--- config.mk ---
export PLATFORM = sky130hd
export DESIGN_NAME = smd_decoder
export DESIGN_NICKNAME = d
export VERILOG_FILES = /design/src/smd_pkg.sv /design/src/smd_range_match.sv /design/src/smd_decoder.sv
export SDC_FILE = /design/constraint.sdc
export NUM_CORES = 1
export LEC_CHECK = 0
export BUFFER_PORTS_ARGS = -buffer_cell sky130_fd_sc_hd__buf_2
export CELL_PAD_IN_SITES_DETAIL_PLACEMENT = 0
export CELL_PAD_IN_SITES_GLOBAL_PLACEMENT = 1
export CORE_MARGIN = 1.5
export CORE_UTILIZATION = 32
export DETAILED_ROUTE_END_ITERATION = 16
export GPL_ROUTABILITY_DRIVEN = 0
export HOLD_SLACK_MARGIN = 0.06
export PLACE_DENSITY_LB_ADDON = 0.1
export SLEW_MARGIN = 25
export SYNTH_ARGS = -nofsm -noshare
export SYNTH_HDL_FRONTEND = slang
export SYNTH_HIERARCHICAL = 1
export SYNTH_SLANG_ARGS = --single-unit
--- constraint.sdc ---
create_clock -name sys_clk -period 2.9 [get_ports sys_clk]
set_input_delay 0.58 -clock sys_clk [delete_from_list [all_inputs] [get_ports sys_clk]]
set_output_delay 0.58 -clock sys_clk [all_outputs]
set_load 0.03 [all_outputs]
--- src/smd_pkg.sv ---
// package: address map constants and target selects for the system address map decoder
package smd_pkg;
	localparam int ADDR_W = 32;
	localparam int DATA_W = 32;
	// reset memory map
	localparam logic [31:0] WIN_BASE_RST = 32'h03FF0000;
	localparam logic [31:0] WIN_SIZE = 32'h00010000;
	localparam logic [31:0] FLASH0_BASE_RST = 32'h00000000;
	localparam logic [31:0] FLASH0_LIMIT_RST = 32'h01FFFFFF;
	// window offsets, first and last word of each group
	localparam logic [15:0] SYS_LO = 16'h0000;
	localparam logic [15:0] SYS_HI = 16'h0004;
	localparam logic [15:0] PCI_LO = 16'h2000;
	localparam logic [15:0] PCI_HI = 16'h2224;
	localparam logic [15:0] MEM_LO = 16'h4000;
	localparam logic [15:0] MEM_HI = 16'h4040;
	localparam logic [15:0] WDMA_LO = 16'h6000;
	localparam logic [15:0] WDMA_HI = 16'h60FC;
	localparam logic [15:0] LDMA_LO = 16'h8000;
	localparam logic [15:0] LDMA_HI = 16'h80FC;
	localparam logic [15:0] INTC_LO = 16'hE200;
	localparam logic [15:0] INTC_HI = 16'hE234;
	localparam logic [15:0] TMR_LO = 16'hE400;
	localparam logic [15:0] TMR_HI = 16'hE410;
	localparam logic [15:0] GPIO_LO = 16'hE600;
	localparam logic [15:0] GPIO_HI = 16'hE608;
	localparam logic [15:0] SWC_LO = 16'hE800;
	localparam logic [15:0] SWC_HI = 16'hE850;
	localparam logic [15:0] MISC_LO = 16'hEA00;
	localparam logic [15:0] MISC_HI = 16'hEA18;
	localparam int NUM_GROUPS = 10;
	// one-hot group select bit positions
	localparam int G_SYS = 0;
	localparam int G_PCI = 1;
	localparam int G_MEM = 2;
	localparam int G_WDMA = 3;
	localparam int G_LDMA = 4;
	localparam int G_INTC = 5;
	localparam int G_TMR = 6;
	localparam int G_GPIO = 7;
	localparam int G_SWC = 8;
	localparam int G_MISC = 9;
	// boot bank width strap codes
	localparam logic [1:0] STRAP_RSVD = 2'h0;
	localparam logic [1:0] STRAP_BYTE = 2'h1;
	localparam logic [1:0] STRAP_HALF = 2'h2;
	localparam logic [1:0] STRAP_WORD = 2'h3;
	typedef enum logic [1:0] {SMD_W_RSVD, SMD_W_BYTE, SMD_W_HALF, SMD_W_WORD} smd_width_e;
	typedef enum {SMD_ST_STRAP, SMD_ST_RUN} smd_state_e;
endpackage : smd_pkg

--- src/smd_range_match.sv ---
// module: one inclusive offset range comparator for a register group
`timescale 1ns/100ps
`default_nettype none
module smd_range_match #(
	parameter logic [15:0] LO = 16'h0000,
	parameter logic [15:0] HI = 16'h0000
) (
	// offset inside the window
	input wire logic [15:0] offset,
	// match result
	output logic hit
);
	assign hit = (offset >= LO) && (offset <= HI);
endmodule : smd_range_match
`default_nettype wire

--- src/smd_decoder.sv ---
// module: system address map decoder, window relocation and register group routing
// What this block does
// - at reset boot flash bank maps from zero, window sits at top, middle unconfigured
// - window base resets to 0x03FF0000
// - software may move window and remap banks; later accesses use new map
// - window covers one contiguous 64KB block from its current base
// - in guest mode external host sees bridge subset; window still reaches all
// - route 0x2000-0x2224 to bridge, 0x4000-0x4040 to memory controller
// - route 0xE200-0xE234 to interrupt controller, 0xE400-0xE410 to timer
// - route 0x0000-0x0004 system, 0x6000-0x60FC wide DMA, 0x8000-0x80FC local DMA
// - route 0xE600-0xE608 GPIO, 0xE800-0xE850 switch, 0xEA00-0xEA18 misc
// - boot bank width caught from two straps on the first clock after reset release; 00 reserved
`timescale 1ns/100ps
`default_nettype none
module smd_decoder #(
	parameter int GUEST_LO = 16'h2000,
	parameter int GUEST_HI = 16'h20FC
) (
	// clock and reset
	input wire logic sys_clk,
	input wire logic rst_n,
	// strap
	input wire logic [1:0] bootBankWidthStrap,
	// remap control from the system registers
	input wire logic remapWe,
	input wire logic [31:0] newWinBase,
	input wire logic [31:0] newFlashBase,
	input wire logic [31:0] newFlashLimit,
	// local bus request
	input wire logic busValid,
	input wire logic busWrite,
	input wire logic [31:0] busAddr,
	input wire logic [3:0] busByteEn,
	input wire logic [31:0] busWdata,
	// external host request in guest mode
	input wire logic guestMode,
	input wire logic hostValid,
	input wire logic [15:0] hostOffset,
	// read data returned by the register groups
	input wire logic [31:0] groupRdata,
	// routed request
	output logic [9:0] groupSel,
	output logic [15:0] groupOffset,
	output logic groupWrite,
	output logic [31:0] groupWdata,
	output logic hostSel,
	output logic flashSel,
	// answer to the master
	output logic busAck,
	output logic busErr,
	output logic [31:0] busRdata,
	// map state
	output logic [31:0] winBase,
	output logic [1:0] bootBankWidth,
	output logic bootWidthBad
);
	////////////////////////////////////////////////////////////////////////////////
	// map state
	smd_pkg::smd_state_e state, next_state;
	logic [31:0] flashBase, flashLimit, next_winBase, next_flashBase, next_flashLimit;
	logic [1:0] next_bootBankWidth;
	logic next_bootWidthBad;

	always_comb begin
		next_state = state;
		next_winBase = winBase;
		next_flashBase = flashBase;
		next_flashLimit = flashLimit;
		next_bootBankWidth = bootBankWidth;
		next_bootWidthBad = bootWidthBad;
		unique case (state)
			smd_pkg::SMD_ST_STRAP: begin
				// straps caught on the first clock after reset release, never under reset
				next_bootBankWidth = bootBankWidthStrap;
				next_bootWidthBad = (bootBankWidthStrap == smd_pkg::STRAP_RSVD);
				next_state = smd_pkg::SMD_ST_RUN;
			end
			smd_pkg::SMD_ST_RUN: begin
				if (remapWe) begin
					// base kept 64KB aligned so the window stays one block
					next_winBase = {newWinBase[31:16], 16'h0000};
					next_flashBase = newFlashBase;
					next_flashLimit = newFlashLimit;
				end
			end
		endcase
	end

	always_ff @(posedge sys_clk) begin
		if (!rst_n) begin
			state <= smd_pkg::SMD_ST_STRAP;
			winBase <= smd_pkg::WIN_BASE_RST;
			flashBase <= smd_pkg::FLASH0_BASE_RST;
			flashLimit <= smd_pkg::FLASH0_LIMIT_RST;
			bootBankWidth <= smd_pkg::STRAP_RSVD;
			bootWidthBad <= 1'b0;
		end else begin
			state <= next_state;
			winBase <= next_winBase;
			flashBase <= next_flashBase;
			flashLimit <= next_flashLimit;
			bootBankWidth <= next_bootBankWidth;
			bootWidthBad <= next_bootWidthBad;
		end
	end

	////////////////////////////////////////////////////////////////////////////////
	// decode
	logic inWin, wordOk, inFlash;
	logic [15:0] offs;
	logic [9:0] hits;
	localparam logic [15:0] LOS [10] = '{smd_pkg::SYS_LO, smd_pkg::PCI_LO, smd_pkg::MEM_LO,
		smd_pkg::WDMA_LO, smd_pkg::LDMA_LO, smd_pkg::INTC_LO, smd_pkg::TMR_LO,
		smd_pkg::GPIO_LO, smd_pkg::SWC_LO, smd_pkg::MISC_LO};
	localparam logic [15:0] HIS [10] = '{smd_pkg::SYS_HI, smd_pkg::PCI_HI, smd_pkg::MEM_HI,
		smd_pkg::WDMA_HI, smd_pkg::LDMA_HI, smd_pkg::INTC_HI, smd_pkg::TMR_HI,
		smd_pkg::GPIO_HI, smd_pkg::SWC_HI, smd_pkg::MISC_HI};

	assign inWin = (busAddr[31:16] == winBase[31:16]);
	assign offs = busAddr[15:0];
	// partial or misaligned window accesses are refused rather than half-served
	assign wordOk = (busAddr[1:0] == 2'h0) && (busByteEn == 4'hF);
	// window wins over a bank programmed to overlap it
	assign inFlash = !inWin && (busAddr >= flashBase) && (busAddr <= flashLimit);

	genvar gi;
	generate
		for (gi = 0; gi < smd_pkg::NUM_GROUPS; gi++) begin : g_match
			smd_range_match #(.LO(LOS[gi]), .HI(HIS[gi])) u_match (
				.offset(offs),
				.hit(hits[gi])
			);
		end
	endgenerate

	////////////////////////////////////////////////////////////////////////////////
	// routed request and answer
	logic [9:0] next_groupSel;
	logic [15:0] next_groupOffset, gOff;
	logic next_groupWrite, next_hostSel, next_flashSel, next_busAck, next_busErr;
	logic [31:0] next_groupWdata, next_busRdata;
	logic pend, next_pend;

	assign gOff = hostOffset;

	always_comb begin
		next_groupSel = '0;
		next_groupOffset = groupOffset;
		next_groupWrite = 1'b0;
		next_groupWdata = groupWdata;
		next_hostSel = 1'b0;
		next_flashSel = 1'b0;
		next_busAck = 1'b0;
		next_busErr = 1'b0;
		next_busRdata = '0;
		if (pend) begin
			// group answers one cycle after select; unmapped returns zero
			next_busAck = 1'b1;
			next_busRdata = (|groupSel) ? groupRdata : '0;
		end else if (busValid && state == smd_pkg::SMD_ST_RUN && !busAck) begin
			if (inWin && wordOk && (|hits)) begin
				next_groupSel = hits;
				next_groupOffset = offs;
				next_groupWrite = busWrite;
				next_groupWdata = busWdata;
			end else if (inFlash) begin
				next_flashSel = 1'b1;
				next_busAck = 1'b1;
			end else begin
				next_busAck = 1'b1;
				next_busErr = inWin && !wordOk;
			end
		end else if (guestMode && hostValid && state == smd_pkg::SMD_ST_RUN) begin
			// host only reaches the exposed bridge subset
			if (gOff >= GUEST_LO[15:0] && gOff <= GUEST_HI[15:0]) begin
				next_groupSel[smd_pkg::G_PCI] = 1'b1;
				next_groupOffset = gOff;
				next_hostSel = 1'b1;
			end
		end
		// host grants never wait for an answer, so they leave nothing pending
		next_pend = (|next_groupSel) && !next_hostSel;
	end

	always_ff @(posedge sys_clk) begin
		if (!rst_n) begin
			groupSel <= '0;
			groupOffset <= '0;
			groupWrite <= 1'b0;
			groupWdata <= '0;
			hostSel <= 1'b0;
			flashSel <= 1'b0;
			busAck <= 1'b0;
			busErr <= 1'b0;
			busRdata <= '0;
			pend <= 1'b0;
		end else begin
			groupSel <= next_groupSel;
			groupOffset <= next_groupOffset;
			groupWrite <= next_groupWrite;
			groupWdata <= next_groupWdata;
			hostSel <= next_hostSel;
			flashSel <= next_flashSel;
			busAck <= next_busAck;
			busErr <= next_busErr;
			busRdata <= next_busRdata;
			pend <= next_pend;
		end
	end
endmodule : smd_decoder
`default_nettype wire

# Yosys cells after proc, flatten, opt, wreduce, memory -nomap -nowiden
# Cells that the tools add are included.
dict set report word_totals {
  ff_bits 180
  latch_bits 0
  ram_bits 0
  romBits 0
  input_bits 221
  output_inout_bits 130
  word_cells 105
  n_memories 0
}
dict set report op_classes {
  addsub 0
  n_mul 0
  div 0
  n_lt_le_gt_ge 24
  n_eq_ne 3
  shifts 0
  n_mux 17
  bitwise 4
  reduce_logical 41
}
# operator n
set op_table {}
lappend op_table {{$ge 16x16->1 const B} 6}
lappend op_table {{$le 16x16->1 const B} 6}
lappend op_table {{$mux 16} 4}
lappend op_table {{$ge 16x14->1 const B} 2}
lappend op_table {{$ge 16x15->1 const B} 2}
lappend op_table {{$ge 32x32->1} 1}
lappend op_table {{$le 16x14->1 const B} 2}
lappend op_table {{$le 16x15->1 const B} 2}
lappend op_table {{$le 32x32->1} 1}
lappend op_table {{$logic_not 32->1} 1}
lappend op_table {{$reduce_or 10->1} 3}
lappend op_table {{$logic_and 1x1->1} 22}
lappend op_table {{$mux 10} 2}
lappend op_table {{$eq 16x16->1} 1}
lappend op_table {{$ge 16x1->1 const B} 1}
lappend op_table {{$le 16x3->1 const B} 1}
lappend op_table {{$mux 1} 10}
lappend op_table {{$mux 8} 1}
lappend op_table {{$reduce_or 4->1} 2}
lappend op_table {{$reduce_and 3->1} 2}
lappend op_table {{$reduce_or 5->1} 1}
lappend op_table {{$eq 4x4->1 const B} 1}
lappend op_table {{$logic_not 1->1} 4}
lappend op_table {{$logic_not 2->1} 2}
lappend op_table {{5 further kinds} 9}

# Depth between registers and ports, before layout
# Gate-level depths: netlist (run 1).
dict set report depth {
  depth_word 9
  ltp_mapped 11
  ltp_nobuf 9
}

# Modules after synthesis
# The synthesis (run 1) kept the hierarchy.
# module n_inst cells_each area_per_inst_um2 seq_area_each_um2
set modules_own_cells {}
lappend modules_own_cells {smd_decoder 1 921 8136.6 3603.5}
lappend modules_own_cells {{smd_range_match at g_match[4].u_match ...} 3 5 51.3 0.0}
lappend modules_own_cells {{smd_range_match at g_match[8].u_match} 1 8 63.8 0.0}
lappend modules_own_cells {{smd_range_match at g_match[5].u_match} 1 6 53.8 0.0}
lappend modules_own_cells {{smd_range_match at g_match[1].u_match} 1 6 48.8 0.0}
lappend modules_own_cells {{smd_range_match at g_match[6].u_match} 1 5 48.8 0.0}
lappend modules_own_cells {{smd_range_match at g_match[3].u_match} 1 5 46.3 0.0}
lappend modules_own_cells {{smd_range_match at g_match[0].u_match} 1 6 40.0 0.0}
lappend modules_own_cells {{smd_range_match at g_match[2].u_match} 1 7 38.8 0.0}

# Worst setup path after synthesis (run 1)
# OpenSTA, ideal clock, no wires.
dict set report synth_timing {
  kind {input port to flip-flop}
  from {input busAddr[0]}
  to {register groupWdata[10]}
  setup_ns 0.128
  arrival_ns 2.757
  required_ns 2.772
  path_slack_ns 0.015
  path_stages 11
  n_path_buf 2
  cell_sequence {o21ai_1 -> nand2_1 -> a2111o_1 -> a2111oi_2 -> nor4_1 -> a31o_2 -> nor4_4 -> buf_6 -> buf_12 -> mux2i_1 -> nor2_1}
}
dict set report synth_via {
  elab_chain_len 5
  elab_cells_between_ends 36
}
# element line
set synth_rtl {}
lappend synth_rtl {{start, declared} smd_decoder.sv:32} ;# input wire logic [31:0] busAddr,
lappend synth_rtl {{$ge 16x14->1 / $le 16x14->1 (equally long branches)} smd_range_match.sv:13} ;# assign hit = (offset >= LO) && (offset <= HI);
lappend synth_rtl {{$logic_and 1x1->1 *} smd_range_match.sv:13}
lappend synth_rtl {{via hits[1]} smd_decoder.sv:111} ;# logic [9:0] hits;
lappend synth_rtl {{$reduce_or 10->1 *} smd_decoder.sv:161} ;# if (inWin && wordOk && (|hits)) begin
lappend synth_rtl {{$logic_and 1x1->1 *} smd_decoder.sv:161}
lappend synth_rtl {{$reduce_and 3->1 (no line) *} -}
lappend synth_rtl {{end signal, assigned} smd_decoder.sv:201} ;# groupWdata <= next_groupWdata;
lappend synth_rtl {{end, declared} smd_decoder.sv:45} ;# output logic [31:0] groupWdata,
# Mark *: on every way through the listed nets, which the timed path passes. The rest lies on a longest branch.
# A chain may end at the register's enable or synchronous reset.

# Worst setup path after layout (run 1)
dict set report layout_timing {
  from {input busAddr[0]}
  to {register groupWdata[17]}
}
# Same word-level chain as after synthesis.

==> results of run 1 <==
## worst max-delay path, delay by kind of cell
kind	cells	cell delay (ns)
buffers and inverters	3	0.52
AO/OA/AOI/OAI	4	1.31
multiplexers	1	0.22
AND/OR/NAND/NOR	4	0.38
## cell families (layout without fill, tap and decap cells)
group                    Yosys count  count (layout)  share of synthesized area (%)
AND/OR/NAND/NOR                  373             373                           22.4
flip-flops                       180             180                           41.8
AO/OA/AOI/OAI                    165             165                           11.9
buffers and inverters            131             462                           7.13
adder cells (fa/ha/maj)           64              64                           9.28
multiplexers                      49              49                           5.90
XOR/XNOR                          16              16                           1.62
other                              1              22                         0.0434
## registers in the layout, summed over array words and instances (netlist names)
name,flops
bootBankWidth,2
state,1
busErr,1
busAck,1
groupOffset,16
bootWidthBad,1
busRdata,32
pend,1
flashLimit,32
flashBase,32
winBase,16
groupWdata,32
groupSel,10
flashSel,1
hostSel,1
groupWrite,1
## through the flow
step / cell area (um2) / hold slack (ns) / TNS, ns / cells / utilization (%)
6_report: 11400 / 0.341 / 0 / 1666 / 43.2
3_3_place_gp: 10700 / 0.433 / -15.40 / 1626 / 40.8
3_5_place_dp: 10700 / 0.438 / -17.19 / 1626 / 40.8
2_1_floorplan: 8690 / 0.436 / 0 / 994 / -
5_1_grt: 11400 / 0.322 / 0 / 1663 / 43.2
4_1_cts: 11300 / 0.321 / 0 / 1657 / 43.0
## worst paths after layout
path | to | slack (ns) | cells past startpoint
setup / recovery | groupWdata[17] | 0.23 | 12
hold reg to reg | groupOffset[14] | 0.45 | 2
setup reg to reg | groupWdata[17] | 0.61 | 8
hold / removal | busRdata[1] | 0.34 | 2
## repair_timing
item                       in CTS  in global routing
setup buffers                   0                  2
gates resized for setup         0                  2
setup endpoints to repair       0                 39
## layout make-up
type / instances / area (um2)
Clock inverter: 13 / 140
Multi-Input combinational cell: 683 / 4490
Sequential cell: 180 / 3600
Tap cell: 335 / 419
Timing Repair Buffer: 365 / 2000
Fill cell: 2763 / 14900
Inverter: 66 / 248
Antenna cell: 6 / 15.0
Clock buffer: 18 / 439
## where the power goes
group	switching, mW	internal [mW]	total, mW	leakage, nW
Combinational	0.446	0.318	0.764	3.57
Clock	1.14	1.17	2.31	0.282
Sequential	0.0346	2.53	2.57	1.46
Total	1.62	4.02	5.65	5.32
## cells in the mapped netlist (4+ instances only)
cell type and count:
nor2b_1 4, nand4_1 17, xor2_1 16, a21o_1 6, and2_1 39, and3_1 6
inv_1 65, buf_6 4, o21ai_1 14, nand2_1 167, a21oi_1 71, ha_1 64
mux2_2 15, clkbuf_1 41, nor4_1 12, nand3_1 33, o211ai_1 28, dfxtp_1 180
a31oi_1 4, nor4b_1 6, nor4_2 8, o21ai_0 20, nor2_1 48, buf_4 16
mux2i_1 34
## per-layer routing
metal  part of all wire [%]  vias up  routed length (um)
li1                       -     4022                   -
met1                     43     3547               11700
met2                     49      209               13600
met3                    6.6       26                1830
met4                    1.3        6                 348
met5                   0.15        -                  41
==> results.py, run 1 <==
metrics = {
    "logic_synthesis": {
        "yosysWarnings": 6,
        "synth_edf_count": 0,
        "yosys-top-cells-area": "dfxtp_1 42%, ha_1 9.3%, nand2_1 7.3%",
        "synth.yosys.seq_area_share_pct": 41.8,
        "synth_cell_types": 61,
        "synth_area_mm2": 0.00863,
        "netlist_instances": 979,
        "synth_top_cell_by_area": "dfxtp_1",
        "synth-async-reset-ratio_pct": 0,
        "synth_top_area_share_pct": 41.8,
        "ys_ff_latch": 180,
        "avgSynthCellArea_um2": 8.82,
        "synth_top_flop_cell": "dfxtp_1",
    },
    "clock_tree": {
        "cts.clk_slew.worst_paths_ns": 0.08,
        "cts_buffers": 17,
        "root_buffer": "clkbuf_16",
        "clkLatencyLatePin_ns": 0.43,
        "tritoncts": "yes",
        "htree_levels": 4,
        "cts_hold_buf": 0,
        "clkSinkCount": 180,
        "cts.path.max_buffers": 2,
    },
    "worst_setup_path": {
        "cp.arrival_ns": 3.00,
        "path_class": "in2reg",
        "slowest_stage": "a2111o_1",
        "worst-path-max-fanout": 16,
        "reg2reg_from": "winBase[26]",
        "path_cells": "buf_2 > o21ai_1 > nand2_1 > a2111o_1 > a2111oi_4 > nor4_1 > a31o_2 > nor4_4 > buf_4 > buf_6 > mux2i_1 > nor2_1",
        "critPathLaunch": "busAddr[0]",
        "cp.required_ns": 3.23,
        "cp-end-kind": "flop",
        "worstSetupStartpointType": "input port",
        "max_stage_delay_ns": 0.45,
    },
    "sta": {
        "report.final.slew_viol_count": 0,
        "fmax_mhz": 374,
        "hold_viol": 0,
        "fin_ws_ns": 0.228,
        "tightest_slew_ns": 0.634,
        "rsz0062_at_grt": "false",
        "slew_headroom_pct": 57.7,
        "setup_viol": 0,
        "finClkSkew_ns": 0.0160,
        "min_period_ns": 2.67,
        "finalCritPeriodShare_pct": 92.2,
    },
    "power_and_ir_drop": {
        "powerDensity_mw_per_mm2": 497,
        "p_leak_nw": 5.32,
        "finalPower_mw": 5.65,
        "vdd_ir_drop_max_mv": 0.395,
    },
    "layout": {
        "layout.nets": 1598,
        "areaGrowthSynthToFinish_pct": 31.6,
        "layout_commonest_cell": "buf_2",
        "layout-drive-gt1-share_pct": 32.8,
        "final_cell_mix": "318 x buf_2, 180 x dfxtp_1, 166 x nand2_1, 71 x a21oi_1, 65 x inv_1",
    },
    "routing": {
        "routed_wl_mm": 27.5,
        "dr.first_iter.drc_count": 383,
        "detail_route.first_pass.iterations": 4,
        "final_antenna_net_count": 0,
        "wl_per_cell_um": 16.5,
        "vias": 7810,
        "route.detailed.drc": 0,
        "viasPerCell": 4.69,
    },
    "placement": {
        "port_buffers": 318,
        "place_ws_ns": -0.377,
        "hpwl_mm": 20.7,
    },
    "worst_hold_path": {
        "hp-class": "in2reg",
        "min_from": "groupRdata[1]",
    },
    "global_routing": {
        "grt_usage_pct": 19.5,
        "grt_max_degree": 57,
        "grt_pass1_vias": 7818,
        "grt_pass1_wl_mm": 42.7,
        "grt_util_met3_pct": 5.81,
        "antenna_found_initial": 10,
        "gr-usage-met2_pct": 34.3,
        "grt_overflow": 0,
        "met1_usage_pct": 23.1,
        "busiest_layer": "met2",
    },
    "die": {
        "num_rows": 59,
        "initial_utilization_pct": 32.8,
        "die-width_um": 167,
        "die_h_um": 167,
        "die-area_mm2": 0.0280,
        "io_pins": 351,
        "coreArea_mm2": 0.0263,
    },
    "flow_run": {
        "maxCapViolCount": 0,
    },
    "outcome": {
        "status": "finished clean",
    },
}
Power figures use the tool's default switching activity.
==> run 2: changes to the inputs <==
==> constraint.sdc (replaced) <==
create_clock -name sys_clk -period 2.9 [get_ports sys_clk]
set_input_delay 0.145 -clock sys_clk [delete_from_list [all_inputs] [get_ports sys_clk]]
set_output_delay 0.145 -clock sys_clk [all_outputs]
set_load 0.03 [all_outputs]
==> run 2 against run 1 <==
  * Die area stayed put
  * Global-route usage is 0.72 points higher
  * Clock power is 4% higher
  * Register-to-register slack worse by 0.04 ns
  * Setup slack better by 0.27 ns
  * Via count is 6.6% higher
  * Wire length is 3.1% higher
  * Core utilization is 5.2 points higher
  * Count of clock-buffer cells in the layout is 1 lower
  * Clock skew is 0.0050 ns higher
  * Cell area is 12% higher
  * Critical endpoint is now groupWdata[2]
  * Largest cell class unchanged
  * Highest routed layer unchanged
==> results.py, run 2 (synthesis results as in run 1) <==
metrics = {
    "die": {
        "die_h_um": 167,
        "io_pins": 351,
        "coreArea_mm2": 0.0263,
        "num_rows": 59,
        "die-area_mm2": 0.0280,
        "die-width_um": 167,
        "initial_utilization_pct": 32.8,
    },
    "placement": {
        "hpwl_mm": 20.4,
        "port_buffers": 318,
        "place_inst": 1613,
        "dpl_cell_area_mm2": 0.0106,
    },
    "clock_tree": {
        "cts-resized-gates": 0,
        "clkSinkCount": 180,
        "htree_levels": 4,
        "clkLatencyLatePin_ns": 0.44,
        "tritoncts": "yes",
        "cts.clk_slew.worst_paths_ns": 0.08,
        "cts.path.max_buffers": 2,
        "cts_buffers": 17,
        "root_buffer": "clkbuf_16",
    },
    "sta": {
        "rsz0062_at_grt": "false",
        "finalCritPeriodShare_pct": 82.7,
        "tightest_slew_ns": 0.751,
        "finClkSkew_ns": 0.0211,
        "report.final.slew_viol_count": 0,
        "min_period_ns": 2.40,
        "slew_headroom_pct": 49.9,
        "hold_viol": 0,
        "setup_viol": 0,
        "fmax_mhz": 417,
        "tns_ns": 0,
    },
    "layout": {
        "layout-drive-gt1-share_pct": 28.7,
        "areaGrowthSynthToFinish_pct": 47.4,
        "layout_commonest_cell": "buf_2",
        "layout.nets": 1730,
        "fill_cells": 2634,
        "n_antenna_cell": 0,
        "final_cell_mix": "318 x buf_2, 180 x dfxtp_1, 166 x nand2_1, 148 x dlygate4sd3_1, 71 x a21oi_1",
        "fin_cells": 1793,
        "design_area_mm2": 0.0127,
    },
    "routing": {
        "viasPerCell": 4.64,
        "vias": 8325,
        "dr.first_iter.drc_count": 322,
        "routed_wl_mm": 28.4,
        "detail_route.first_pass.iterations": 4,
        "wl_per_cell_um": 15.8,
        "route.detailed.drc": 0,
        "final_antenna_net_count": 0,
    },
    "global_routing": {
        "grt_pass1_vias": 8516,
        "grt_usage_pct": 20.2,
        "grt_pass1_wl_mm": 44.7,
        "antenna_found_initial": 1,
        "grt_overflow": 0,
        "grt_max_degree": 61,
    },
    "power_and_ir_drop": {
        "intPower_mw": 4.22,
        "comb_power_share_pct": 15.5,
        "vdd_ir_drop_max_mv": 0.243,
        "clock_power_share_pct": 40.9,
        "powerDensity_mw_per_mm2": 463,
        "power.switching_mw": 1.67,
        "seqPwrFrac_pct": 43.6,
        "p_leak_nw": 5.87,
        "power_switching_share_pct": 28.4,
        "finalPower_mw": 5.89,
    },
    "worst_setup_path": {
        "slowest_stage": "a2111o_1",
        "crit_end": "groupWdata[2]",
        "worst-path-max-fanout": 38,
        "max_stage_delay_ns": 0.41,
        "path_delay_family": "compound AO/OA/AOI/OAI gates",
        "critPathLaunch": "busAddr[0]",
        "cp.arrival_ns": 2.70,
        "worst_r2r_endpoint": "groupWdata[2]",
        "crit_buf_inv": 3,
        "cp.required_ns": 3.20,
        "worst_r2r_path_depth": 7,
        "path_cells": "buf_2 > o21ai_1 > nand2_1 > a2111o_1 > a2111oi_2 > buf_4 > nor4_1 > a31o_2 > nor4_4 > buf_12 > mux2i_1 > nor2_1",
        "cp.depth": 12,
        "rrSetupSlack_ns": 0.57,
        "cp-end-kind": "flop",
        "worstSetupStartpointType": "input port",
        "reg2reg_from": "winBase[26]",
        "path_class": "in2reg",
    },
    "worst_hold_path": {
        "hp-class": "in2reg",
    },
    "flow_run": {
        "maxCapViolCount": 0,
    },
    "outcome": {
        "status": "finished clean",
    },
}
==> run 2: changes by cell type in the layout (fill, tap and decap cells not counted), sizes merged <==
| cell | before | now |
|---|---|---|
| clkinvlp | 1 | 0 |
| clkbuf | 19 | 17 |
| bufinv | 0 | 1 |
| buf | 364 | 349 |
| dlygate4sd3 | 0 | 148 |
| inv | 72 | 74 |
| diode | 6 | 0 |
==> run 2: per-layer routing <==
layer	GRT usage (%)	part of all wire, %	up-vias
li1	-	-	4274
met1	24.5	45	3804
met2	36.2	49	226
met3	4.35	4.9	19
met4	5.01	0.97	2
met5	0	0.042	-
==> run 2: cell type report <==
class	instances	area (um2)	area share (%)
sequential	180	3600	28.3
multi-input combinational	683	4490	35.3
clock inverter	15	186	1.46
clock buffer	17	425	3.34
timing repair buffer	497	3360	26.4
tap	335	419	3.29
inverter	66	248	1.95
==> run 2: worst min path at each step <==
stage	from	end	slack [ns]	depth (start not counted)
6_report	hostOffset[6]	groupOffset[6]	0.11	4
5_1_grt	hostOffset[11]	groupOffset[11]	0.11	4
4_1_cts	hostOffset[6]	groupOffset[6]	0.09	4
3_5_place_dp	groupRdata[17]	busRdata[17]	0.35	2
3_3_place_gp	groupRdata[26]	busRdata[26]	0.34	2
2_1_floorplan	groupRdata[0]	busRdata[0]	0.27	1
==> run 2: power by group through the flow <==
| stage | Combinational [mW] | Sequential, mW | Clock (mW) |
|---|---|---|---|
| global route | 1.02 | 2.58 | 2.60 |
| global placement | 0.758 | 2.63 | 0 |
| finish | 0.914 | 2.57 | 2.41 |
| CTS | 0.922 | 2.57 | 2.49 |
| floorplan | 0.394 | 2.65 | 0 |
| detailed placement | 0.761 | 2.63 | 0 |
==> run 2: per-stage QoR <==
stage / hold slack, ns / worst slack [ns] / utilization (%)
5_1_grt: 0.108 / 0.328 / 48.4
4_1_cts: 0.0863 / 0.539 / 48.4
3_5_place_dp: 0.347 / 0.0755 / 40.5
2_1_floorplan: 0.267 / 0.450 / -
3_3_place_gp: 0.344 / 0.0735 / 40.4
6_report: 0.107 / 0.501 / 48.4
==> run 2: what timing repair did <==
item                      CTS  global route
hold buffers              148             0
buffers inserted            0             0
hold endpoints to repair  152             0
==> run 2: worst min-delay path, stage by stage <==
cell and delay (ns):
buf_2 0.09, mux2_2 0.13, nand3_1 0.06, o21ai_1 0.06
